## src/rtl/ara_defines.vh

```
// Register map, field positions, reset values and mode codes of the result registers.
// Assumes an APB slave with 32-bit data, one aligned word per register.
`ifndef ARA_DEFINES_VH
`define ARA_DEFINES_VH

`define ARA_OFF_FILTER_OUT_HIGH 8'h00
`define ARA_OFF_FILTER_OUT_LOW 8'h04
`define ARA_OFF_SAMPLE_VALUE_HIGH 8'h08
`define ARA_OFF_SAMPLE_VALUE_LOW 8'h0C
`define ARA_OFF_PRIOR_VALUE_HIGH 8'h10
`define ARA_OFF_PRIOR_VALUE_LOW 8'h14
`define ARA_OFF_RUNNING_SUM_UPPER 8'h18
`define ARA_OFF_RUNNING_SUM_HIGH 8'h1C
`define ARA_OFF_RUNNING_SUM_LOW 8'h20
`define ARA_OFF_CONVERTER_CTRL 8'h24
`define ARA_OFF_STATUS 8'h28

`define ARA_CTRL_MODE_LSB 0
`define ARA_CTRL_MODE_MSB 2
`define ARA_CTRL_SHIFT_LSB 4
`define ARA_CTRL_SHIFT_MSB 6
`define ARA_CTRL_JUSTIFY 8
`define ARA_CTRL_PREV_SRC 9
`define ARA_CTRL_START 16

`define ARA_MODE_BASIC 3'h0
`define ARA_MODE_ACCUMULATE 3'h1
`define ARA_MODE_AVERAGE 3'h2
`define ARA_MODE_BURST_AVERAGE 3'h3
`define ARA_MODE_LOWPASS 3'h4

`define ARA_RESET_CTRL 10'h000
`define ARA_RESET_ACC 18'h00000
`define ARA_RESET_SAMPLE 12'h000
`define ARA_RESET_PRIOR 16'h0000
`define ARA_RESET_FILTER 16'h0000

`endif

```

## src/rtl/ara_byte_format.v

```verilog
// Formats the 12-bit sample into its high and low bytes per justification,
// and spreads the 18-bit running sum over three sign-extended bytes.
// Assumes purely combinational use by the register block.
module ara_byte_format (
    // Sample side
    input wire [11:0] sample,
    input wire justify_select,
    // Running sum side
    input wire [17:0] running_sum,
    // Formatted bytes
    output reg [15:0] sample_pair,
    output wire [23:0] sum_word
);

    always @* begin
        if (justify_select) begin
            sample_pair = {4'h0, sample};
        end else begin
            sample_pair = {sample, 4'h0};
        end
    end

    // Upper six bits copy the sign so the word reads as a 24-bit value
    assign sum_word = {{6{running_sum[17]}}, running_sum};

endmodule // ara_byte_format

```

## src/rtl/ara_result_regs.v

```verilog
// Result registers of a 12-bit converter with computation unit, as an APB slave.
// Assumes the conversion engine supplies done, result, accumulate and low-pass strobes on pclk.
`include "ara_defines.vh"

module ara_result_regs (
    // Clock and reset
    input wire pclk,
    input wire presetn,
    // APB slave
    input wire psel,
    input wire penable,
    input wire pwrite,
    input wire [7:0] paddr,
    input wire [31:0] pwdata,
    input wire [3:0] pstrb,
    output reg [31:0] prdata,
    output reg pready,
    output reg pslverr,
    // Conversion engine
    input wire conv_done,
    input wire [11:0] conv_sample,
    input wire acc_load,
    input wire [17:0] acc_value,
    input wire lpf_load,
    input wire [15:0] lpf_value,
    // Status to the engine
    output reg conversion_busy,
    output reg [2:0] computation_mode,
    output reg [2:0] shift_amount
);

    reg [9:0] ctrl_reg;
    reg busy_reg;
    reg [11:0] sample_reg;
    reg [17:0] acc_reg;
    reg [15:0] filter_reg;
    reg [15:0] prior_reg;
    reg [15:0] filter_next;
    reg [31:0] rdata_next;
    reg addr_ok;
    reg sel_ctrl;
    reg sel_sample_high;
    reg sel_sample_low;
    reg sel_sum_upper;
    reg sel_sum_high;
    reg sel_sum_low;

    wire [15:0] sample_pair;
    wire [23:0] sum_word;
    wire justify_select = ctrl_reg[`ARA_CTRL_JUSTIFY];
    wire previous_source_select = ctrl_reg[`ARA_CTRL_PREV_SRC];
    wire [2:0] mode = ctrl_reg[`ARA_CTRL_MODE_MSB:`ARA_CTRL_MODE_LSB];
    wire [2:0] shift = ctrl_reg[`ARA_CTRL_SHIFT_MSB:`ARA_CTRL_SHIFT_LSB];
    // Zero-wait slave: the access phase completes in its first cycle
    wire setup = psel & ~penable;
    // Writes land at the access edge, where the master samples pready high
    wire wr = psel & penable & pready & pwrite;
    wire wr_byte = wr & pstrb[0];
    wire start_req = wr & sel_ctrl & pstrb[2] & pwdata[`ARA_CTRL_START] & ~busy_reg;

    ara_byte_format u_fmt (
        .sample(sample_reg),
        .justify_select(justify_select),
        .running_sum(acc_reg),
        .sample_pair(sample_pair),
        .sum_word(sum_word)
    );

    function [15:0] shifted_sum;
        input [17:0] sum;
        input [2:0] amount;
        reg signed [17:0] s;
        begin
            s = $signed(sum) >>> amount;
            shifted_sum = s[15:0];
        end
    endfunction

    function is_addr;
        input [7:0] a;
        begin
            is_addr = (a == `ARA_OFF_FILTER_OUT_HIGH) || (a == `ARA_OFF_FILTER_OUT_LOW) ||
                      (a == `ARA_OFF_SAMPLE_VALUE_HIGH) || (a == `ARA_OFF_SAMPLE_VALUE_LOW) ||
                      (a == `ARA_OFF_PRIOR_VALUE_HIGH) || (a == `ARA_OFF_PRIOR_VALUE_LOW) ||
                      (a == `ARA_OFF_RUNNING_SUM_UPPER) || (a == `ARA_OFF_RUNNING_SUM_HIGH) ||
                      (a == `ARA_OFF_RUNNING_SUM_LOW) || (a == `ARA_OFF_CONVERTER_CTRL) ||
                      (a == `ARA_OFF_STATUS);
        end
    endfunction

    // One select per writable register; read-only and unmapped offsets select nothing
    always @* begin
        sel_ctrl = 1'b0;
        sel_sample_high = 1'b0;
        sel_sample_low = 1'b0;
        sel_sum_upper = 1'b0;
        sel_sum_high = 1'b0;
        sel_sum_low = 1'b0;
        if (paddr == `ARA_OFF_CONVERTER_CTRL) begin
            sel_ctrl = 1'b1;
        end else if (paddr == `ARA_OFF_SAMPLE_VALUE_HIGH) begin
            sel_sample_high = 1'b1;
        end else if (paddr == `ARA_OFF_SAMPLE_VALUE_LOW) begin
            sel_sample_low = 1'b1;
        end else if (paddr == `ARA_OFF_RUNNING_SUM_UPPER) begin
            sel_sum_upper = 1'b1;
        end else if (paddr == `ARA_OFF_RUNNING_SUM_HIGH) begin
            sel_sum_high = 1'b1;
        end else if (paddr == `ARA_OFF_RUNNING_SUM_LOW) begin
            sel_sum_low = 1'b1;
        end
    end

    // Filter source: low-pass value in low-pass mode, else shifted running sum
    // Basic mode and the unused mode codes hold the last filter value
    always @* begin
        filter_next = filter_reg;
        if (mode == `ARA_MODE_LOWPASS) begin
            if (lpf_load) begin
                filter_next = lpf_value;
            end
        end else if (mode == `ARA_MODE_ACCUMULATE) begin
            filter_next = shifted_sum(acc_reg, shift);
        end else if (mode == `ARA_MODE_AVERAGE) begin
            filter_next = shifted_sum(acc_reg, shift);
        end else if (mode == `ARA_MODE_BURST_AVERAGE) begin
            filter_next = shifted_sum(acc_reg, shift);
        end
    end

    always @* begin
        addr_ok = is_addr(paddr);
        rdata_next = 32'h00000000;
        if (paddr == `ARA_OFF_FILTER_OUT_HIGH) begin
            rdata_next = {24'h000000, filter_reg[15:8]};
        end else if (paddr == `ARA_OFF_FILTER_OUT_LOW) begin
            rdata_next = {24'h000000, filter_reg[7:0]};
        end else if (paddr == `ARA_OFF_SAMPLE_VALUE_HIGH) begin
            rdata_next = {24'h000000, sample_pair[15:8]};
        end else if (paddr == `ARA_OFF_SAMPLE_VALUE_LOW) begin
            rdata_next = {24'h000000, sample_pair[7:0]};
        end else if (paddr == `ARA_OFF_PRIOR_VALUE_HIGH) begin
            rdata_next = {24'h000000, prior_reg[15:8]};
        end else if (paddr == `ARA_OFF_PRIOR_VALUE_LOW) begin
            rdata_next = {24'h000000, prior_reg[7:0]};
        end else if (paddr == `ARA_OFF_RUNNING_SUM_UPPER) begin
            rdata_next = {24'h000000, sum_word[23:16]};
        end else if (paddr == `ARA_OFF_RUNNING_SUM_HIGH) begin
            rdata_next = {24'h000000, sum_word[15:8]};
        end else if (paddr == `ARA_OFF_RUNNING_SUM_LOW) begin
            rdata_next = {24'h000000, sum_word[7:0]};
        end else if (paddr == `ARA_OFF_CONVERTER_CTRL) begin
            rdata_next = {15'h0000, busy_reg, 6'h00, ctrl_reg};
        end else if (paddr == `ARA_OFF_STATUS) begin
            rdata_next = {31'h00000000, busy_reg};
        end
    end

    // Bus answer: registered, valid in the access cycle
    always @(posedge pclk or negedge presetn) begin
        if (!presetn) begin
            pready <= 1'b0;
            pslverr <= 1'b0;
        end else begin
            pready <= setup;
            pslverr <= setup & ~addr_ok;
        end
    end

    // Read data is zero outside a read access so stale bytes never show on the bus
    always @(posedge pclk or negedge presetn) begin
        if (!presetn) begin
            prdata <= 32'h00000000;
        end else if (setup && !pwrite) begin
            prdata <= rdata_next;
        end else begin
            prdata <= 32'h00000000;
        end
    end

    always @(posedge pclk or negedge presetn) begin
        if (!presetn) begin
            ctrl_reg <= `ARA_RESET_CTRL;
        end else if (wr && sel_ctrl) begin
            if (pstrb[0]) begin
                ctrl_reg[7:0] <= pwdata[7:0];
            end
            if (pstrb[1]) begin
                ctrl_reg[9:8] <= pwdata[9:8];
            end
        end
    end

    // Start is checked before completion but is masked while busy, so a start in the done cycle is lost
    always @(posedge pclk or negedge presetn) begin
        if (!presetn) begin
            busy_reg <= 1'b0;
        end else if (start_req) begin
            busy_reg <= 1'b1;
        end else if (conv_done) begin
            busy_reg <= 1'b0;
        end
    end

    // Capture uses the values standing before this cycle's updates; a source
    // select written together with the start applies from the next start on
    always @(posedge pclk or negedge presetn) begin
        if (!presetn) begin
            prior_reg <= `ARA_RESET_PRIOR;
        end else if (start_req) begin
            if (previous_source_select) begin
                prior_reg <= filter_reg;
            end else begin
                prior_reg <= sample_pair;
            end
        end
    end

    // Engine result wins over a bus write in the same cycle
    always @(posedge pclk or negedge presetn) begin
        if (!presetn) begin
            sample_reg <= `ARA_RESET_SAMPLE;
        end else if (conv_done && busy_reg) begin
            sample_reg <= conv_sample;
        end else if (wr_byte && sel_sample_low) begin
            if (justify_select) begin
                sample_reg[7:0] <= pwdata[7:0];
            end else begin
                sample_reg[3:0] <= pwdata[7:4];
            end
        end else if (wr_byte && sel_sample_high) begin
            if (justify_select) begin
                sample_reg[11:8] <= pwdata[3:0];
            end else begin
                sample_reg[11:4] <= pwdata[7:0];
            end
        end
    end

    // Bus writes to the sum are dropped while a conversion runs
    always @(posedge pclk or negedge presetn) begin
        if (!presetn) begin
            acc_reg <= `ARA_RESET_ACC;
        end else if (acc_load && busy_reg) begin
            acc_reg <= acc_value;
        end else if (wr_byte && !busy_reg) begin
            if (sel_sum_upper) begin
                acc_reg[17:16] <= pwdata[1:0];
            end else if (sel_sum_high) begin
                acc_reg[15:8] <= pwdata[7:0];
            end else if (sel_sum_low) begin
                acc_reg[7:0] <= pwdata[7:0];
            end
        end
    end

    // Filter lags a running sum change by one cycle
    always @(posedge pclk or negedge presetn) begin
        if (!presetn) begin
            filter_reg <= `ARA_RESET_FILTER;
        end else begin
            filter_reg <= filter_next;
        end
    end

    always @(posedge pclk or negedge presetn) begin
        if (!presetn) begin
            conversion_busy <= 1'b0;
            computation_mode <= 3'h0;
            shift_amount <= 3'h0;
        end else begin
            conversion_busy <= busy_reg;
            computation_mode <= mode;
            shift_amount <= shift;
        end
    end

endmodule // ara_result_regs

```

## config.mk

```make
export PLATFORM = sky130hd
export DESIGN_NAME = ara_result_regs
export DESIGN_NICKNAME = d
export VERILOG_FILES = /design/src/rtl/ara_byte_format.v /design/src/rtl/ara_result_regs.v
export VERILOG_INCLUDE_DIRS = /design/src /design/src/rtl
export SDC_FILE = /design/constraint.sdc
export NUM_CORES = 1
export LEC_CHECK = 0
export BUFFER_PORTS_ARGS = -buffer_cell sky130_fd_sc_hd__buf_2
export CAP_MARGIN = 10
export CORE_UTILIZATION = 36
export CTS_CLUSTER_SIZE = 12
export DETAILED_ROUTE_END_ITERATION = 16
export MAX_ROUTING_LAYER = met4
export PLACE_DENSITY = 0.58
export SYNTH_ARGS = -nofsm -noshare
export SYNTH_HDL_FRONTEND = slang
export SYNTH_HIERARCHICAL = 1
export SYNTH_SLANG_ARGS = --single-unit
```

## constraint.sdc

```tcl
create_clock -name pclk -period 2.3 [get_ports pclk]
set_input_delay 0.575 -clock pclk [delete_from_list [all_inputs] [get_ports pclk]]
set_output_delay 0.575 -clock pclk [all_outputs]
set_load 0.02 [all_outputs]
```

==> results.py <==
metrics = {
    "critical_path": {
        "worstSetupPathType": "register to register",
        "crit_chain": "nor3b_1, and2_0, buf_4, nor2b_1, a211oi_1, a31oi_1",
        "slowest_stage": "nor3b_1",
        "start_kind": "register",
        "critPathMaxFanout": 6,
        "endpoint_kind": "register",
        "worstPathArrival_ps": 2370,
        "slowest_delay_ps": 530,
        "cp-startpoint": "ctrl_reg[0]$_DFFE_PN0P_",
        "required_ps": 2490,
        "r2r-start": "ctrl_reg[0]$_DFFE_PN0P_",
    },
    "die": {
        "num_rows": 47,
        "die_w_um": 133,
        "initial_utilization_pct": 37.2,
        "num_io_pins": 139,
        "core_um2": 16700,
        "die_h_um": 133,
        "dieArea_um2": 17800,
    },
    "yosys": {
        "syn_avg_cell_area_um2": 9.50,
        "synthTopCellsByArea": "dfrtp_1 37%, mux2i_1 12%, mux2_2 5.6%, buf_4 5.6%, a21oi_1 5.2%",
        "netlist_area_um2": 6210,
        "synthCells": 654,
        "synthDistinctLibCells": 62,
        "synth_area_leader_cell": "dfrtp_1",
        "ys_ff_latch": 93,
        "synth_commonest_cells": "93 x dfrtp_1, 75 x mux2i_1, 64 x a21oi_1",
        "yosysMostFrequentCell": "dfrtp_1",
        "synth-main-ff-cell": "dfrtp_1",
        "ys_warn_count": 6,
        "seq_area_frac_synth_pct": 37.4,
        "synth-async-reset-ratio_pct": 100,
        "synth-edff-count": 0,
        "yosysTopAreaCellShare_pct": 37.4,
    },
    "status": {
        "status": "completed",
    },
    "grt": {
        "grt_overflow": 0,
        "grt_max_degree": 37,
        "grt_usage_pct": 22.8,
        "grt_pass1_wl_mm": 29.8,
        "grt_pass1_vias": 5093,
        "antenna_found_initial": 0,
    },
    "sta": {
        "clock_skew_ps": 11.3,
        "max_freq_mhz": 459,
        "whs_ps": 171,
        "timing_hold_violations_final": 0,
        "tightest_slew_ps": 993,
        "drv_slew": 0,
        "rsz0062_at_grt": "false",
        "period_share_pct": 94.8,
        "setup_viol": 0,
        "max_slew_margin_pct": 33.8,
        "layout_min_cycle_time_ps": 2180,
    },
    "placed_design": {
        "gp_congestion": 0.915,
        "dpl.hpwl_mm": 14.7,
        "port_buffers": 95,
        "dpl_cell_area_um2": 6980,
    },
    "cts": {
        "cts_setup_buffers": 0,
        "cts_tree": "yes",
        "htreeDepth": 3,
        "cts_buffers": 9,
        "clock_latency_ps": 350,
        "cts.hold.buffers_added": 0,
        "cts.path.max_buffers": 2,
        "cts_sinks": 93,
        "cts_resized": 0,
        "cts.clk_slew.worst_paths_ps": 70,
        "cts-root-buf": "clkbuf_16",
    },
    "job": {
        "cap_violations": 0,
    },
    "route": {
        "drt_iter0_markers": 406,
        "drtAntennaViolNets": 0,
        "num_vias": 5204,
        "drt-pass1-iter-count": 5,
        "via_per_inst": 5.34,
        "drc": 0,
        "wl_mm": 18.7,
        "wl_per_cell_um": 19.2,
    },
    "final_layout": {
        "nFillCells": 1662,
        "areaGrowthSynthToFinish_pct": 17.1,
        "largest_reg_flops": 18,
        "multiInputGateArea_um2": 3350,
        "utilization_pct": 43.6,
        "diodes": 0,
        "drive_gt1_share_pct": 31.4,
        "nets": 848,
        "seq_area_um2": 2330,
        "stdcell_area_um2": 7280,
    },
    "hold_path": {
        "hold_path.class": "primary input to asynchronous set/reset pin",
    },
    "power_and_ir_drop": {
        "leakagePower_nw": 3.42,
        "peakVddDrop_v": 0.000332,
        "cellPowerDensity_nw_per_um2": 495,
        "power_mw": 3.61,
    },
}
per-stage QoR:
step,cells,setup slack (ps),setup TNS (ps)
finish,974,119,0
global route,974,7.04,0
CTS,974,177,0
detailed placement,959,-70.3,-1140
global placement,959,-50.1,-873
floorplan,674,10.5,0
kinds of logic (layout without fill, tap and decap cells):
logic type,Yosys count,after routing,share of synthesized area [%]
and+or+nand+nor,183,183,14.9
AOI/OAI and AO/OA,161,161,16.7
DFF,93,93,37.4
muxes,116,116,21.1
other,1,21,0.0603
buffers and inverters,100,180,9.86
critical path: cells and delay by family (launching register included):
kind | cells | cell delay (ps)
simple gates | 3 | 980
compound gates | 2 | 340
buf+inv | 1 | 200
flops | 1 | 490
cells in the final DEF, fill, tap and decap left out, drive strengths merged, types with 3 or more instances in the layout:
cell type    n
o21ai       19
mux4         8
a21oi       77
nor2        65
o31ai        6
o22ai        8
a211o        3
and2         9
nand2b       7
a21o         3
clkbuf       9
inv         11
o221ai       8
conb        21
nand3        7
buf        155
o211ai       3
dfrtp       93
mux2i       75
o211a        3
nor4         3
and3         7
nor3        14
or2          4
a31oi        7
a211oi       7
nand2       42
nor2b       14
mux2        33
per-layer routing:
layer | vias to the layer above | GRT usage (%) | routed length [um]
li1 | 2482 | - | -
met1 | 2526 | 31.7 | 8810
met2 | 164 | 34.0 | 8660
met3 | 32 | 2.47 | 749
met4 | 0 | 8.84 | 529
met5 | - | - | 0
where the power goes:
group / total [mW] / internal (mW) / leakage [nW] / switching (mW)
logic: 0.390 / 0.157 / 2.02 / 0.232
registers: 1.70 / 1.66 / 1.26 / 0.0368
clock network: 1.52 / 0.848 / 0.140 / 0.668
layout make-up:
type | instances | share of cell area, %
clock inverters | 6 | 1.01
flip-flops and latches | 93 | 32.0
clock buffers | 9 | 3.09
repair buffers | 155 | 13.6
inverters | 10 | 0.516
multi-input cells | 481 | 46.0
well taps | 220 | 3.78
final timing paths:
kind	to	slack, ps	depth (start not counted)
hold reg to reg	ctrl_reg[6]$_DFFE_PN0P_	510	1
min in group pclk	sample_reg[2]$_DFFE_PN0P_	430	3
setup reg to reg	filter_reg[2]$_DFFE_PN0P_	120	6
setup / recovery	filter_reg[2]$_DFFE_PN0P_	120	6
max in group asynchronous	filter_reg[3]$_DFFE_PN0P_	1570	2
hold / removal	sample_reg[5]$_DFFE_PN0P_	170	1
Note: power is estimated with default switching activity, not from simulation.
